--- src/hdl/dcil_defines.svh ---
`ifndef DCIL_DEFINES_SVH
`define DCIL_DEFINES_SVH
// ----------------------------------------
// Widths and field positions
// ----------------------------------------
`define DCIL_ADDR_W 18
`define DCIL_DQ_W 8
`define DCIL_RANKS 2
`define DCIL_MR_W 8
// Mode control bits inside modeCfg
`define DCIL_MR_DM_EN 0
`define DCIL_MR_ODT_EN 1
`define DCIL_MR_TDQS_EN 2
`define DCIL_MR_PAR_EN 3
`define DCIL_MR_X8 4
// Address bits in use for this density; the rest count as zero in parity
`define DCIL_ADDR_USED_MASK 18'h1ffff
`define DCIL_MR_RESET 8'h00
// ----------------------------------------
// Controller register map (AXI4-Lite byte addresses)
// ----------------------------------------
`define DCIL_REG_CTRL 4'h0
`define DCIL_REG_CMD 4'h4
`define DCIL_REG_ADDR 4'h8
`define DCIL_REG_STAT 4'hc
// CTRL bits
`define DCIL_CTRL_CKE0 0
`define DCIL_CTRL_CKE1 1
`define DCIL_CTRL_ODT0 2
`define DCIL_CTRL_ODT1 3
`define DCIL_CTRL_RST 4
`define DCIL_CTRL_TEN 5
`define DCIL_CTRL_BADPAR 6
`endif

--- src/hdl/dcil_pkg.sv ---
package dcil_pkg;
    // Rank power state, one-hot
    typedef enum logic [3:0] {
        DCIL_IDLE = 4'h1,
        DCIL_ACTPD = 4'h2,
        DCIL_PREPD = 4'h4,
        DCIL_SREF = 4'h8
    } dcil_pwr_t;
    // Command written to the controller's command register: {cs_n,act_n,ras,cas,we}
    typedef logic [4:0] dcil_cmd_t;
endpackage

--- src/hdl/dcil_if.sv ---
`timescale 1ns/1ps
`include "dcil_defines.svh"
interface dcil_if;
    logic [1:0] cke;
    logic [1:0] csN;
    logic [1:0] odt;
    logic actN;
    logic rasN;
    logic casN;
    logic weN;
    logic [17:0] addr;
    logic [1:0] ba;
    logic [1:0] bg;
    logic par;
    logic resetN;
    logic ten;
    logic dmN;
    logic dqsRise;
    logic wrBeat;
    logic [7:0] dqIn;
    modport ctl (output cke, csN, odt, actN, rasN, casN, weN, addr, ba, bg, par,
        resetN, ten, dmN, dqsRise, wrBeat, dqIn);
    modport dev (input cke, csN, odt, actN, rasN, casN, weN, addr, ba, bg, par,
        resetN, ten, dmN, dqsRise, wrBeat, dqIn);
endinterface

--- src/hdl/dcil_device.sv ---
`timescale 1ns/1ps
`include "dcil_defines.svh"
module dcil_device (
    input wire logic clk_sys,
    dcil_if.dev link,
    input wire logic [7:0] modeCfg,
    input wire logic [1:0] selfRefReq,
    input wire logic [1:0] rowOpen,
    output logic [1:0] clkRun,
    output logic [1:0] inBufOn,
    output logic [1:0] ctlBufOn,
    output logic [1:0] termOn,
    output logic [1:0] tdqsTermOn,
    output logic [3:0] pwrState0,
    output logic [3:0] pwrState1,
    output logic [1:0] cmdValid,
    output logic [4:0] cmdCode,
    output logic actValid,
    output logic [2:0] actRowHi,
    output logic parErr,
    output logic wrValid,
    output logic [7:0] wrData,
    output logic testMode
);
    // ----------------------------------------
    // State
    // ----------------------------------------
    typedef struct packed {
        dcil_pkg::dcil_pwr_t [1:0] pwr;
        logic [1:0] term;
        logic [1:0] cmdV;
        logic [4:0] cmd;
        logic actV;
        logic [2:0] rowHi;
        logic parE;
        logic wrV;
        logic [7:0] wrD;
    } dcil_dev_t;
    dcil_dev_t st_r;
    dcil_dev_t st_nxt;
    logic [1:0] sref;
    logic [17:0] parAddr;
    logic parCalc;
    logic anySel;
    // Self-refresh exit is asynchronous on CKE, so it gates buffers combinationally
    genvar g;
    generate
        for (g = 0; g < 2; g = g + 1)
        begin : gRank
            assign sref[g] = (st_r.pwr[g] == dcil_pkg::DCIL_SREF) && !link.cke[g];
            assign clkRun[g] = link.cke[g] && link.resetN;
            assign inBufOn[g] = link.cke[g] && link.resetN;
            assign ctlBufOn[g] = !sref[g] && link.resetN;
        end
    endgenerate
    assign parAddr = link.addr & `DCIL_ADDR_USED_MASK;
    // CS_n, CKE and ODT stay out of the sum
    assign parCalc = ^{parAddr, link.ba, link.bg, link.actN, link.rasN, link.casN, link.weN,
        link.par};
    assign anySel = !(&link.csN);
    // ----------------------------------------
    // Next state
    // ----------------------------------------
    always_comb
    begin
        st_nxt = st_r;
        st_nxt.cmdV = 2'h0;
        st_nxt.actV = 1'b0;
        st_nxt.parE = 1'b0;
        st_nxt.wrV = 1'b0;
        for (int i = 0; i < 2; i++)
        begin
            case (st_r.pwr[i])
                dcil_pkg::DCIL_IDLE:
                begin
                    if (!link.cke[i])
                    begin
                        if (rowOpen[i])
                            st_nxt.pwr[i] = dcil_pkg::DCIL_ACTPD;
                        else if (selfRefReq[i])
                            st_nxt.pwr[i] = dcil_pkg::DCIL_SREF;
                        else
                            st_nxt.pwr[i] = dcil_pkg::DCIL_PREPD;
                    end
                end
                dcil_pkg::DCIL_ACTPD, dcil_pkg::DCIL_PREPD, dcil_pkg::DCIL_SREF:
                begin
                    if (link.cke[i])
                        st_nxt.pwr[i] = dcil_pkg::DCIL_IDLE;
                end
                default: st_nxt.pwr[i] = dcil_pkg::DCIL_IDLE;
            endcase
            // Termination only when enabled and the rank's ODT buffer is alive
            st_nxt.term[i] = link.odt[i] && modeCfg[`DCIL_MR_ODT_EN]
                && st_r.pwr[i] != dcil_pkg::DCIL_SREF;
            if (link.cke[i] && st_r.pwr[i] == dcil_pkg::DCIL_IDLE && !link.csN[i])
                st_nxt.cmdV[i] = 1'b1;
        end
        if (anySel && !link.ten)
        begin
            st_nxt.cmd = {link.csN[0] & link.csN[1], link.actN, link.rasN, link.casN,
                link.weN};
            st_nxt.actV = !link.actN;
            st_nxt.rowHi = {link.rasN, link.casN, link.weN};
            st_nxt.parE = modeCfg[`DCIL_MR_PAR_EN] && parCalc;
        end
        // Mask only in x8 with mask enabled; one mask per strobe edge
        if (link.wrBeat)
        begin
            st_nxt.wrV = !(modeCfg[`DCIL_MR_X8] && modeCfg[`DCIL_MR_DM_EN]
                && !link.dmN);
            st_nxt.wrD = link.dqIn;
        end
    end
    // ----------------------------------------
    // Registers, sampled on the rising clock
    // ----------------------------------------
    always_ff @(posedge clk_sys or negedge link.resetN)
    begin
        if (!link.resetN)
        begin
            st_r <= '0;
            st_r.pwr <= {dcil_pkg::DCIL_IDLE, dcil_pkg::DCIL_IDLE};
        end
        else
        begin
            st_r <= st_nxt;
        end
    end
    assign termOn = st_r.term;
    assign tdqsTermOn = st_r.term
        & {2{modeCfg[`DCIL_MR_TDQS_EN] && modeCfg[`DCIL_MR_X8]}};
    assign pwrState0 = st_r.pwr[0];
    assign pwrState1 = st_r.pwr[1];
    assign cmdValid = st_r.cmdV;
    assign cmdCode = st_r.cmd;
    assign actValid = st_r.actV;
    assign actRowHi = st_r.rowHi;
    assign parErr = st_r.parE;
    assign wrValid = st_r.wrV;
    assign wrData = st_r.wrD;
    assign testMode = link.ten;
endmodule // dcil_device

--- src/flat_wrapper.sv ---
// flat-port wrapper written by rule: the top's interface ports become plain ports
module dcil_device_flat 
  (clk_sys, modeCfg, selfRefReq, rowOpen, clkRun, inBufOn, ctlBufOn, termOn, tdqsTermOn, pwrState0, pwrState1, cmdValid, cmdCode, actValid, actRowHi, parErr, wrValid, wrData, testMode, link_cke, link_csN, link_odt, link_actN, link_rasN, link_casN, link_weN, link_addr, link_ba, link_bg, link_par, link_resetN, link_ten, link_dmN, link_dqsRise, link_wrBeat, link_dqIn);
  dcil_if link_i ();
  input wire logic clk_sys;
  input wire logic [7:0] modeCfg;
  input wire logic [1:0] selfRefReq;
  input wire logic [1:0] rowOpen;
  output logic [1:0] clkRun;
  output logic [1:0] inBufOn;
  output logic [1:0] ctlBufOn;
  output logic [1:0] termOn;
  output logic [1:0] tdqsTermOn;
  output logic [3:0] pwrState0;
  output logic [3:0] pwrState1;
  output logic [1:0] cmdValid;
  output logic [4:0] cmdCode;
  output logic actValid;
  output logic [2:0] actRowHi;
  output logic parErr;
  output logic wrValid;
  output logic [7:0] wrData;
  output logic testMode;
  input wire logic [$bits(link_i.cke)-1:0] link_cke;
  input wire logic [$bits(link_i.csN)-1:0] link_csN;
  input wire logic [$bits(link_i.odt)-1:0] link_odt;
  input wire logic [$bits(link_i.actN)-1:0] link_actN;
  input wire logic [$bits(link_i.rasN)-1:0] link_rasN;
  input wire logic [$bits(link_i.casN)-1:0] link_casN;
  input wire logic [$bits(link_i.weN)-1:0] link_weN;
  input wire logic [$bits(link_i.addr)-1:0] link_addr;
  input wire logic [$bits(link_i.ba)-1:0] link_ba;
  input wire logic [$bits(link_i.bg)-1:0] link_bg;
  input wire logic [$bits(link_i.par)-1:0] link_par;
  input wire logic [$bits(link_i.resetN)-1:0] link_resetN;
  input wire logic [$bits(link_i.ten)-1:0] link_ten;
  input wire logic [$bits(link_i.dmN)-1:0] link_dmN;
  input wire logic [$bits(link_i.dqsRise)-1:0] link_dqsRise;
  input wire logic [$bits(link_i.wrBeat)-1:0] link_wrBeat;
  input wire logic [$bits(link_i.dqIn)-1:0] link_dqIn;
  assign link_i.cke = link_cke;
  assign link_i.csN = link_csN;
  assign link_i.odt = link_odt;
  assign link_i.actN = link_actN;
  assign link_i.rasN = link_rasN;
  assign link_i.casN = link_casN;
  assign link_i.weN = link_weN;
  assign link_i.addr = link_addr;
  assign link_i.ba = link_ba;
  assign link_i.bg = link_bg;
  assign link_i.par = link_par;
  assign link_i.resetN = link_resetN;
  assign link_i.ten = link_ten;
  assign link_i.dmN = link_dmN;
  assign link_i.dqsRise = link_dqsRise;
  assign link_i.wrBeat = link_wrBeat;
  assign link_i.dqIn = link_dqIn;
  dcil_device u_core (.clk_sys(clk_sys), .link(link_i), .modeCfg(modeCfg), .selfRefReq(selfRefReq), .rowOpen(rowOpen), .clkRun(clkRun), .inBufOn(inBufOn), .ctlBufOn(ctlBufOn), .termOn(termOn), .tdqsTermOn(tdqsTermOn), .pwrState0(pwrState0), .pwrState1(pwrState1), .cmdValid(cmdValid), .cmdCode(cmdCode), .actValid(actValid), .actRowHi(actRowHi), .parErr(parErr), .wrValid(wrValid), .wrData(wrData), .testMode(testMode));
endmodule
--- config.mk ---
export PLATFORM = sky130hd
export DESIGN_NAME = dcil_device_flat
export DESIGN_NICKNAME = d
export VERILOG_FILES = /design/src/hdl/dcil_pkg.sv /design/src/hdl/dcil_if.sv /design/src/hdl/dcil_device.sv /design/src/flat_wrapper.sv
export VERILOG_INCLUDE_DIRS = /design/src /design/src/hdl
export SDC_FILE = /design/constraint.sdc
export NUM_CORES = 1
export LEC_CHECK = 0
export BUFFER_PORTS_ARGS = -buffer_cell sky130_fd_sc_hd__buf_4
export CORE_MARGIN = 2
export CORE_UTILIZATION = 41
export DETAILED_ROUTE_END_ITERATION = 7
export HOLD_SLACK_MARGIN = 0.08
export PLACE_DENSITY = 0.79
export SETUP_SLACK_MARGIN = 0.5
export SLEW_MARGIN = 40
export SYNTH_ARGS = -nofsm -noshare
export SYNTH_HDL_FRONTEND = slang
export SYNTH_SLANG_ARGS = --single-unit
--- constraint.sdc ---
create_clock -name clk_sys -period 1.4 [get_ports clk_sys]
set_input_delay 0.14 -clock clk_sys [delete_from_list [all_inputs] [get_ports clk_sys]]
set_output_delay 0.14 -clock clk_sys [all_outputs]
set_load 0.05 [all_outputs]
==> metrics, run 1 <==
Synthesis Warnings=0; sequential element share of the synthesized area=47.6%; Max H-tree Level=1; Placed Cells=262; Die Ht=64.0 um; Fail Step=global routing (5_1_grt); WEP type=top-level output; TritonCTS Buffers=3; chip width=64.0 um; Longest Clk Path Bufs=2; top_reg_cell synth=dfrtp_1; Post-synth ARST share=100%; Yosys cell types=33; # IOs=99; DP HPWL=2920 um; Synth Net Count=186; clock sink count=28; largest net degree at the start of global routing=17; Synth Instances=127; global placement routability congestion=0.780; EDFF count, synth=0; GR repair worst EP=ctlBufOn[0]; Stop Error=[ERROR DPL-0038] Utilization greater than 100%, impossible to legalize; Root Buffer=clkbuf_4; number of synthesized register bits=28; synthesized area=1480 um2; Avg Synthesized Cell Area=11.6 um2; FP Rows=21; status=aborted with a tool error; number of port buffers=93; Starting Density=43.6%
[synthesized netlist by cell type, drive strengths merged, types with 2 or more instances]
library cell | n | area share [%]
dfrtp | 26 | 44
xnor2 | 20 | 12
mux2 | 12 | 9.2
buf | 6 | 3.1
a21oi | 4 | 1.4
and3 | 4 | 1.7
clkbuf | 4 | 1.0
nor2 | 4 | 1.0
nor2b | 4 | 1.7
nor3 | 4 | 1.4
o21ai | 4 | 1.4
nand2 | 3 | 0.76
nand2b | 3 | 1.3
nor4 | 3 | 1.3
xor2 | 3 | 1.8
a2111oi | 2 | 1.2
and2 | 2 | 0.85
dfstp | 2 | 3.6
nand4bb | 2 | 1.5
o21a | 2 | 1.0
xnor3 | 2 | 3.1
[stage by stage]
stage	TNS [ns]	hold WS [ns]	setup slack (ns)	area, um2	util, %
floorplan	-0.0521	-0.156	-0.0521	1660	-
global placement	-0.00428	0.00683	-0.00428	2370	69.8
detailed placement	-0.0817	0.0124	-0.0542	2370	69.8
CTS	-0.522	-0.00608	-0.282	3120	92.0
[timing repair]
action | 4_1_cts
setup endpoints to repair | 49
hold buffers | 21
pin swaps | 16
gates cloned | 0
resized for setup | 100
setup buffers | 13
hold endpoints to repair | 50
[cell families after synthesis]
kind of cell | count (synthesis) | synth area share, %
XOR/XNOR | 25 | 17.2
multiplexers | 13 | 9.83
flip-flops | 28 | 47.6
AND/OR/NAND/NOR | 34 | 14.1
AO/OA/AOI/OAI | 16 | 6.95
buffers and inverters | 11 | 4.32
==> run 2: changes to the inputs <==
--- a/config.mk
+++ b/config.mk
@@ -8,11 +8,9 @@
 export LEC_CHECK = 0
 export BUFFER_PORTS_ARGS = -buffer_cell sky130_fd_sc_hd__buf_4
 export CORE_MARGIN = 2
-export CORE_UTILIZATION = 41
+export CORE_UTILIZATION = 40
 export DETAILED_ROUTE_END_ITERATION = 7
-export HOLD_SLACK_MARGIN = 0.08
-export PLACE_DENSITY = 0.79
-export SETUP_SLACK_MARGIN = 0.5
+export PLACE_DENSITY_LB_ADDON = 0.15
 export SLEW_MARGIN = 40
 export SYNTH_ARGS = -nofsm -noshare
 export SYNTH_HDL_FRONTEND = slang
==> metrics, run 2 <==
status=finished, violations left; failing checks=negative setup slack; flop2flop setup slack=0.03 ns; most frequent cells in the layout=buf_4 (102), dfrtp_1 (20), xnor2_1 (19), mux2_2 (12), dfrtp_2 (6); number of synthesized register bits=28 (unchanged); Die Area=4190 um2; core area=3610 um2; Multi-input gate area=761 um2; routed length per placed instance=14.0 um; FF+latch area=711 um2; Synth top area share=44.1% (unchanged); Max H-tree Level=1 (unchanged); Worst Tran Pin Value=0.370 ns; Diodes inserted=0; switching power total=0.973 mW; gr usage total=18.5%; Root Buffer=clkbuf_8; Worst setup SP type=flop; Avg Synthesized Cell Area=11.6 um2 (unchanged); crit path DAT=1.46 ns; Routed WL=3850 um; # IOs=99 (unchanged); synth cell count leaders=dfrtp_1 (26), xnor2_1 (19), mux2_2 (12), buf_4 (6); synthesized area=1480 um2 (unchanged); Worst Hold Class=in -> reg; via count=1,330; Post-synth ARST share=100% (unchanged); global placement routability congestion=0.781 (+0.17%); Congestion Overflow GR=0; setup TNS=-0.204 ns; final period utilization=115%; later-pin clock latency in the skew report=0.27 ns; Synth Net Count=186 (unchanged); sequential element share of the synthesized area=47.6% (unchanged); Yosys cell types=33 (unchanged); DR pass1 iterations=4; Routed Antenna Nets=0; share of power burned in registers=36.2%; Internal=1.69 mW; clock sink count=28 (unchanged); largest net degree at the start of global routing=18; layout cells sized above 1=60.1%; max-slew violations=0; largest area contributor in the netlist=dfrtp_1; Final Worst Setup Slack=-0.204 ns; critical path, cell by cell=nand2b_4 > or3_4 > o21a_4 > buf_8; Die Ht=64.8 um (+1.2%); CP max stage delay=0.38 ns; max reg flops=8; Post-layout nets=288; Crit. End Element=output port; area grow syn2layout=63.1%; Tot Pwr=2.66 mW; # fillers=312; Leak=1.18 nW; first-pass GRT wire length=6030 um; clock power share=18.4%; FP Rows=22 (+4.8%); RSZ-0062 raised after global routing=true; vias per cell=4.82; number of port buffers=93 (unchanged); DRC viols=0; Iter 0 DRT Violations=21; initial antenna violation count=0; top post-synthesis cells by area=dfrtp_1 (44%), xnor2_1 (11%), mux2_2 (9.2%); fin crit period=1.60 ns; clk slew on worst S/H paths=0.09 ns; CTS tree=built; chip width=64.8 um (+1.2%); Synth Instances=127 (unchanged); Buf+Inv Stages, Crit Path=1; Fmax achieved=623 MHz; worst-path maximum fanout=2; most frequent cell after synthesis=dfrtp_1; Rel. slew slack=74.7%; Longest Clk Path Bufs=2 (unchanged); Clock Skew=0.00324 ns; Starting Density=40.9% (-2.6 points); delay-heaviest family, CP=simple AND/OR/NAND/NOR gates; WHS=0.0350 ns; EDFF count, synth=0 (unchanged); Comb power frac=45.5%; IR drop worst, VDD=0.551 mV; Synthesis Warnings=0 (unchanged); top_reg_cell synth=dfrtp_1; Sw Ratio=36.6%; WP data required=1.26 ns; TritonCTS Buffers=3 (unchanged); kind of critical path=reg -> out; DP HPWL=2980 um (+2.3%); Pwr Density=1100 nW/um2; Max-cap violations=0; vias in the first global route=1,301; Hold Fails Final Rpt=0; Final setup viols=1; final core occ=66.8%; CP max stage cell=dfstp_2; commonest non-fill, non-tap cell in the layout=buf_4
run 2: cell counts after synthesis:
No cell type changed its count.
run 2: final cells by class:
class,count,share of cell area (%)
repair buffers,107,33.9
flip-flops and latches,28,29.5
well taps,48,2.49
clock buffers,4,2.29
inverters,1,0.156
multi-input cells,88,31.6
run 2: worst reg2reg max path: cells and delay by family (launching register included):
kind,cells,cell delay (ns)
flip-flops,1,0.54
AO/OA/AOI/OAI,1,0.43
buffers and inverters,1,0.14
AND/OR/NAND/NOR,1,0.12
run 2: logic make-up after synthesis:
| logic type | after synthesis | synth area share (%) |
|---|---|---|
| DFF | 28 | 47.6 |
| muxes | 13 | 9.83 |
| buffers and inverters | 11 | 4.32 |
| AOI/OAI and AO/OA | 16 | 6.95 |
| and+or+nand+nor | 34 | 14.1 |
| xor gates and xnor gates | 25 | 17.2 |
run 2: layer usage:
layer | wire, um | vias to the layer above | GRT usage [%] | part of all wire (%)
met5 | 0 | - | 0 | 0
met4 | 13 | 0 | 3.99 | 0.34
li1 | - | 638 | - | -
met2 | 1960 | 57 | 32.1 | 51
met3 | 338 | 2 | 3.99 | 8.8
met1 | 1540 | 633 | 23.7 | 40
run 2: power by group through the flow:
stage / logic (mW) / clock network [mW] / registers (mW)
final: 1.21 / 0.488 / 0.962
after CTS: 1.20 / 0.509 / 0.960
after floorplan: 0.475 / 0 / 1.28
after detailed placement: 1.16 / 0 / 0.983
after global routing: 1.28 / 0.545 / 0.973
after global placement: 1.14 / 0 / 0.978
run 2: repair_timing:
action	4_1_cts	5_1_grt
endpoints found under the setup margin	2	4
pin swaps	2	1
hold buffers	2	1
setup buffers	2	2
gates cloned	0	0
endpoints found under the hold margin	17	15
resized for setup	7	3
run 2: worst paths after layout:
path	start	to	cells past startpoint
worst max-delay path	u_core.pwrState0[0]$_DFFE_PN1P_	ctlBufOn[0]	4
worst min-delay path	link_csN[1]	u_core.cmdValid[1]$_DFF_PN0_	2
worst max register to register	u_core.pwrState0[0]$_DFFE_PN1P_	u_core.pwrState0[3]$_DFFE_PN0P_	3
worst min register to register	u_core.wrData[5]$_DFFE_PN0P_	u_core.wrData[5]$_DFFE_PN0P_	1
max in group asynchronous	link_resetN	u_core.cmdCode[2]$_DFFE_PN0P_	4
min in group asynchronous	link_resetN	u_core.cmdValid[0]$_DFF_PN0_	3
run 2: stage by stage:
stage	setup slack, ns	cells	instance area (um2)
after floorplan	-0.0523	127	1520
after global placement	-0.0369	265	2260
after detailed placement	-0.0554	265	2260
after CTS	-0.211	273	2380
after global routing	-0.251	276	2410
final	-0.204	276	2410
Power figures use the tool's default switching activity.
==> run 3: changes to the inputs <==
--- a/config.mk
+++ b/config.mk
@@ -8,7 +8,7 @@
 export LEC_CHECK = 0
 export BUFFER_PORTS_ARGS = -buffer_cell sky130_fd_sc_hd__buf_4
 export CORE_MARGIN = 2
-export CORE_UTILIZATION = 40
+export CORE_UTILIZATION = 41
 export DETAILED_ROUTE_END_ITERATION = 7
 export PLACE_DENSITY_LB_ADDON = 0.15
 export SLEW_MARGIN = 40
==> metrics, run 3 (synthesized netlist as in run 2, its figures left out) <==
CP max stage delay=0.40 ns (+0.02 ns); DP HPWL=3050 um (+2.2%); Leak=1.20 nW (+1.5%); # IOs=99 (unchanged); flop2flop setup slack=0.03 ns (about the same); Iter 0 DRT Violations=33 (+57%); routed length per placed instance=14.4 um (+3.4%); RSZ-0062 raised after global routing=true; gr usage total=19.4% (+0.91 points); critical path, cell by cell=nand2b_4 > or3_4 > o21a_4 > buf_8; first-pass GRT wire length=6240 um (+3.5%); WP data required=1.26 ns (about the same); Congestion Overflow GR=0 (unchanged); Diodes inserted=0 (unchanged); WHS Endpoint=u_core.wrValid$_DFF_PN0_; failing checks=negative setup slack; largest net degree at the start of global routing=17 (-1); commonest non-fill, non-tap cell in the layout=buf_4; setup TNS=-0.286 ns (-0.0814 ns); vias in the first global route=1,391 (+6.9%); kind of critical path=reg -> out; Rel. slew slack=68.2% (-6.5 points); Reg2Reg Depth=3 (unchanged); Longest Clk Path Bufs=2 (unchanged); Fmax achieved=596 MHz (-4.3%); Final setup viols=2 (+1); Die Ht=64.0 um (-1.2%); status=finished, violations left; hold path depth=2 (unchanged); worst hold start=link_dmN; global placement routability congestion=0.757 (-3.1%); # fillers=264 (-15%); most frequent cells in the layout=buf_4 (101), dfrtp_1 (20), xnor2_1 (19), mux2_2 (12), dfrtp_2 (6); core area=3390 um2 (-6.0%); Critical R2R Capture=u_core.pwrState0[3]$_DFFE_PN0P_; CP max stage cell=dfstp_2; number of port buffers=93 (unchanged); Post-layout nets=291 (+1.0%); Hold Fails Final Rpt=0 (unchanged); max reg flops=8 (unchanged); Die Area=4100 um2 (-2.3%); later-pin clock latency in the skew report=0.33 ns (+0.06 ns); Final Worst Setup Slack=-0.277 ns (-0.0727 ns); Routed WL=4000 um (+3.8%); crit path DAT=1.54 ns (+0.08 ns); Worst setup SP type=flop; FP Rows=21 (-4.5%); IR drop worst, VDD=0.545 mV (-1.1%); placed inst area=2260 um2 (+0.22%); initial antenna violation count=0 (unchanged); vias per cell=4.92 (+2.0%); Worst Hold Class=in -> reg; via count=1,362 (+2.4%); Crit. End Element=output port; Pwr Density=1120 nW/um2 (+1.0%); worst reg2reg path startpoint=u_core.pwrState0[0]$_DFFE_PN1P_; Place WS=-0.0814 ns (-0.0260 ns); Worst Tran Pin Value=0.476 ns (+0.106 ns); Root Buffer=clkbuf_4; worst-path maximum fanout=2 (unchanged); DRC viols=0 (unchanged); final period utilization=120% (+5.2 points); Starting Density=43.6% (+2.6 points); clock sink count=28 (unchanged); Max H-tree Level=1 (unchanged); TritonCTS Buffers=3 (unchanged); clk slew on worst S/H paths=0.15 ns (+0.06 ns); Clock Skew=0.00624 ns (+0.00300 ns); DR pass1 iterations=4 (unchanged); final instance area=2450 um2 (+1.7%); fin crit period=1.68 ns (+0.0727 ns); area grow syn2layout=65.8%; max-slew violations=0 (unchanged); Routed Antenna Nets=0 (unchanged); Max-cap violations=0 (unchanged); layout cells sized above 1=59.7% (-0.35 points); chip width=64.0 um (-1.2%); CTS tree=built
==> run 3: cell types whose count changed in the layout (fill, tap and decap cells not counted), sizes merged <==
| cell | before | now |
|---|---|---|
| dlygate4sd3 | 2 | 5 |
| bufinv | 0 | 1 |
| clkbuf | 4 | 3 |
==> run 3: how the worst max path moves through the flow <==
stage                                               start                      end  slack, ns  depth (start not counted)
final                     u_core.pwrState0[0]$_DFFE_PN1P_              ctlBufOn[0]      -0.28                          4
after global routing      u_core.pwrState0[0]$_DFFE_PN1P_              ctlBufOn[0]      -0.32                          4
after CTS                 u_core.pwrState0[0]$_DFFE_PN1P_              ctlBufOn[0]      -0.29                          4
after detailed placement                    link_addr[13]  u_core.parErr$_DFF_PN0_      -0.08                          6
after global placement                       link_addr[9]  u_core.parErr$_DFF_PN0_      -0.03                          6
after floorplan           u_core.pwrState0[3]$_DFFE_PN0P_              ctlBufOn[0]      -0.05                          3
==> run 3: where the power goes <==
group	switching [mW]	leakage, nW	internal, mW
Sequential	0.0577	0.339	0.904
Combinational	0.693	0.834	0.549
Clock	0.239	0.0279	0.290
Total	0.990	1.20	1.74
==> run 3: routing by layer <==
metal / global-route usage, % / wire length, um / vias up
met1: 20.2 / 1480 / 648
met5: 0 / 0 / -
met3: 4.93 / 348 / 6
li1: - / - / 645
met2: 37.4 / 2110 / 63
met4: 6.25 / 55 / 0
==> run 3: stage by stage <==
step / power (mW) / instances / hold slack (ns) / utilization [%]
finish: 2.73 / 277 / 0.0222 / 72.2
global route: 2.85 / 277 / 0.00900 / 72.2
CTS: 2.73 / 277 / 0.0141 / 71.9
detailed placement: 2.15 / 264 / 0.00197 / 66.7
global placement: 2.12 / 264 / 0.00156 / 66.7
floorplan: 1.76 / 127 / -0.156 / -
==> run 3: timing repair <==
item                                    CTS  global route
buffers inserted                          4             0
resized for setup                         9             5
endpoints found under the setup margin    2             7
hold buffers                              5             0
pin swaps                                 4             0
endpoints found under the hold margin    30             0
==> run 3: cell type report <==
class,instances,area [um2],share of cell area [%]
repair buffers,110,861,35.2
flip-flops and latches,28,711,29.0
clock inverters,1,30.0,1.23
multi-input cells,88,763,31.2
inverters,1,3.75,0.153
clock buffers,3,22.5,0.920
well taps,46,57.6,2.35
==> run 3: critical path: cells and delay by family, from the launching register on <==
kind / cells / cell delay [ns]
AO/OA/AOI/OAI: 1 / 0.20
buffers and inverters: 1 / 0.14
AND/OR/NAND/NOR: 2 / 0.47
flip-flops: 1 / 0.40
==> run 4: changes to the inputs <==
--- a/config.mk
+++ b/config.mk
@@ -11,6 +11,7 @@
 export CORE_UTILIZATION = 41
 export DETAILED_ROUTE_END_ITERATION = 7
 export PLACE_DENSITY_LB_ADDON = 0.15
+export REMOVE_ABC_BUFFERS = 1
 export SLEW_MARGIN = 40
 export SYNTH_ARGS = -nofsm -noshare
 export SYNTH_HDL_FRONTEND = slang
==> metrics, run 4 (synthesized netlist as in run 2, its figures left out) <==
status=finished, violations left; failing checks=negative setup slack; Iter 0 DRT Violations=29 (-12%); largest net degree at the start of global routing=21 (+4); Post-layout nets=291 (unchanged); WP data required=1.26 ns (about the same); core area=3390 um2 (unchanged); DP HPWL=2870 um (-5.8%); Final Worst Setup Slack=-0.247 ns (+0.0304 ns); hold path depth=2 (unchanged); Routed Antenna Nets=0 (unchanged); WHS Endpoint=u_core.pwrState0[3]$_DFFE_PN0P_; later-pin clock latency in the skew report=0.32 ns (about the same); kind of critical path=reg -> out; flop2flop setup slack=0.05 ns (+0.02 ns); Diodes inserted=0 (unchanged); fin crit period=1.65 ns (-0.0304 ns); via count=1,337 (-1.8%); # IOs=99 (unchanged); CTS tree=built; placed inst area=2230 um2 (-1.3%); worst hold start=link_cke[0]; Worst Hold Class=in -> reg; Critical R2R Capture=u_core.pwrState0[1]$_DFFE_PN0P_; Starting Density=43.6% (unchanged); layout cells sized above 1=58.0% (-1.7 points); final instance area=2410 um2 (-1.4%); Multi-input gate area=749 um2 (-1.8%); max-slew violations=0 (unchanged); Worst setup SP type=flop; FP Rows=21 (unchanged); commonest non-fill, non-tap cell in the layout=buf_4; Longest Clk Path Bufs=2 (unchanged); Die Ht=64.0 um (unchanged); Max-cap violations=0 (unchanged); Final setup viols=2 (unchanged); chip width=64.0 um (unchanged); Reg2Reg Depth=3 (unchanged); Congestion Overflow GR=0 (unchanged); area grow syn2layout=63.6%; TritonCTS Buffers=3 (unchanged); Leak=1.20 nW (about the same); clock sink count=28 (unchanged); vias in the first global route=1,289 (-7.3%); Die Area=4100 um2 (unchanged); crit path DAT=1.51 ns (-0.03 ns); final period utilization=118% (-2.2 points); clk slew on worst S/H paths=0.15 ns (about the same); RSZ-0062 raised after global routing=true; Clock Skew=0.0123 ns (+0.00602 ns); DRC viols=0 (unchanged); routed length per placed instance=14.2 um (-1.8%); worst reg2reg path startpoint=u_core.pwrState0[0]$_DFFE_PN1P_; number of port buffers=93 (unchanged); first-pass GRT wire length=6190 um (-0.88%); Fmax achieved=607 MHz (+1.8%); # fillers=254 (-3.8%); Routed WL=3930 um (-1.8%); Root Buffer=clkbuf_4; gr usage total=19.1% (-0.34 points); FF+latch area=704 um2 (-0.88%); IR drop worst, VDD=0.495 mV (-9.1%); DR pass1 iterations=4 (unchanged); vias per cell=4.83 (-1.8%); Rel. slew slack=70.9% (+2.8 points); Pwr Density=1120 nW/um2 (+0.59%); most frequent cells in the layout=buf_4 (103), dfrtp_1 (25), xnor2_1 (19), mux2_2 (12); global placement routability congestion=0.759 (+0.28%); Hold Fails Final Rpt=0 (unchanged); Crit. End Element=output port; Tot Pwr=2.71 mW (-0.80%); Worst Tran Pin Value=0.435 ns (-0.0413 ns); initial antenna violation count=0 (unchanged); worst-path maximum fanout=2 (unchanged); max reg flops=8 (unchanged); Max H-tree Level=1 (unchanged)
## run 4: cell types whose count changed in the layout (fill, tap and decap cells not counted), moves of 2 or more
cell / change
buf_4: +2
buf_8: -2
dfrtp_1: +5
dfrtp_2: -5
nor3_2: +2
## run 4: per-stage QoR
stage	hold slack, ns	worst slack, ns	TNS, ns	utilization [%]	instances
floorplan	-0.156	-0.760	-1.04	-	117
global placement	-0.0157	-0.0318	-0.0318	65.9	264
detailed placement	-0.0128	-0.103	-0.103	65.9	264
CTS	0.0120	-0.272	-0.325	70.2	276
global route	0.0117	-0.319	-0.641	71.2	277
finish	0.0215	-0.247	-0.333	71.2	277
## run 4: area by class of cell
cell class / count / area share [%]
sequential: 28 / 29.2
clock inverter: 1 / 1.24
inverter: 1 / 0.155
tap: 46 / 2.38
multi-input combinational: 88 / 31.0
timing repair buffer: 110 / 35.1
clock buffer: 3 / 0.933
## run 4: power breakdown
group | switching (mW) | total (mW) | internal (mW)
combinational | 0.703 | 1.25 | 0.542
clock | 0.227 | 0.516 | 0.289
sequential | 0.0479 | 0.949 | 0.901
## run 4: how the worst max path moves through the flow
| stage | startpoint | to | slack (ns) | cells after the start |
|---|---|---|---|---|
| after floorplan | u_core.pwrState1[3]$_DFFE_PN0P_ | ctlBufOn[1] | -0.76 | 2 |
| after global routing | u_core.pwrState0[0]$_DFFE_PN1P_ | ctlBufOn[0] | -0.32 | 4 |
| after global placement | link_addr[13] | u_core.parErr$_DFF_PN0_ | -0.03 | 6 |
| final | u_core.pwrState0[0]$_DFFE_PN1P_ | ctlBufOn[0] | -0.25 | 4 |
| after detailed placement | link_addr[9] | u_core.parErr$_DFF_PN0_ | -0.10 | 6 |
| after CTS | u_core.pwrState0[0]$_DFFE_PN1P_ | ctlBufOn[0] | -0.27 | 4 |
## run 4: routing by layer
metal | vias up | global-route usage [%] | routed length (um) | share of wire, %
met3 | 2 | 4.40 | 352 | 9.0
met4 | 0 | 4.62 | 15 | 0.38
li1 | 645 | - | - | -
met5 | - | 0 | 0 | 0
met1 | 631 | 24.8 | 1540 | 39
met2 | 59 | 32.2 | 2020 | 51
## run 4: critical path, cell delays in order (launching register included)
cell and delay, ns:
dfstp_2 0.40, nand2b_4 0.13, or3_4 0.33, o21a_1 0.19, buf_6 0.15
## run 4: timing repair
action,CTS,global route
gates cloned,0,0
hold buffers,4,0
pin swaps,2,2
gates resized for setup,7,7
setup buffers,4,1
hold endpoints to repair,32,0
endpoints found under the setup margin,3,7
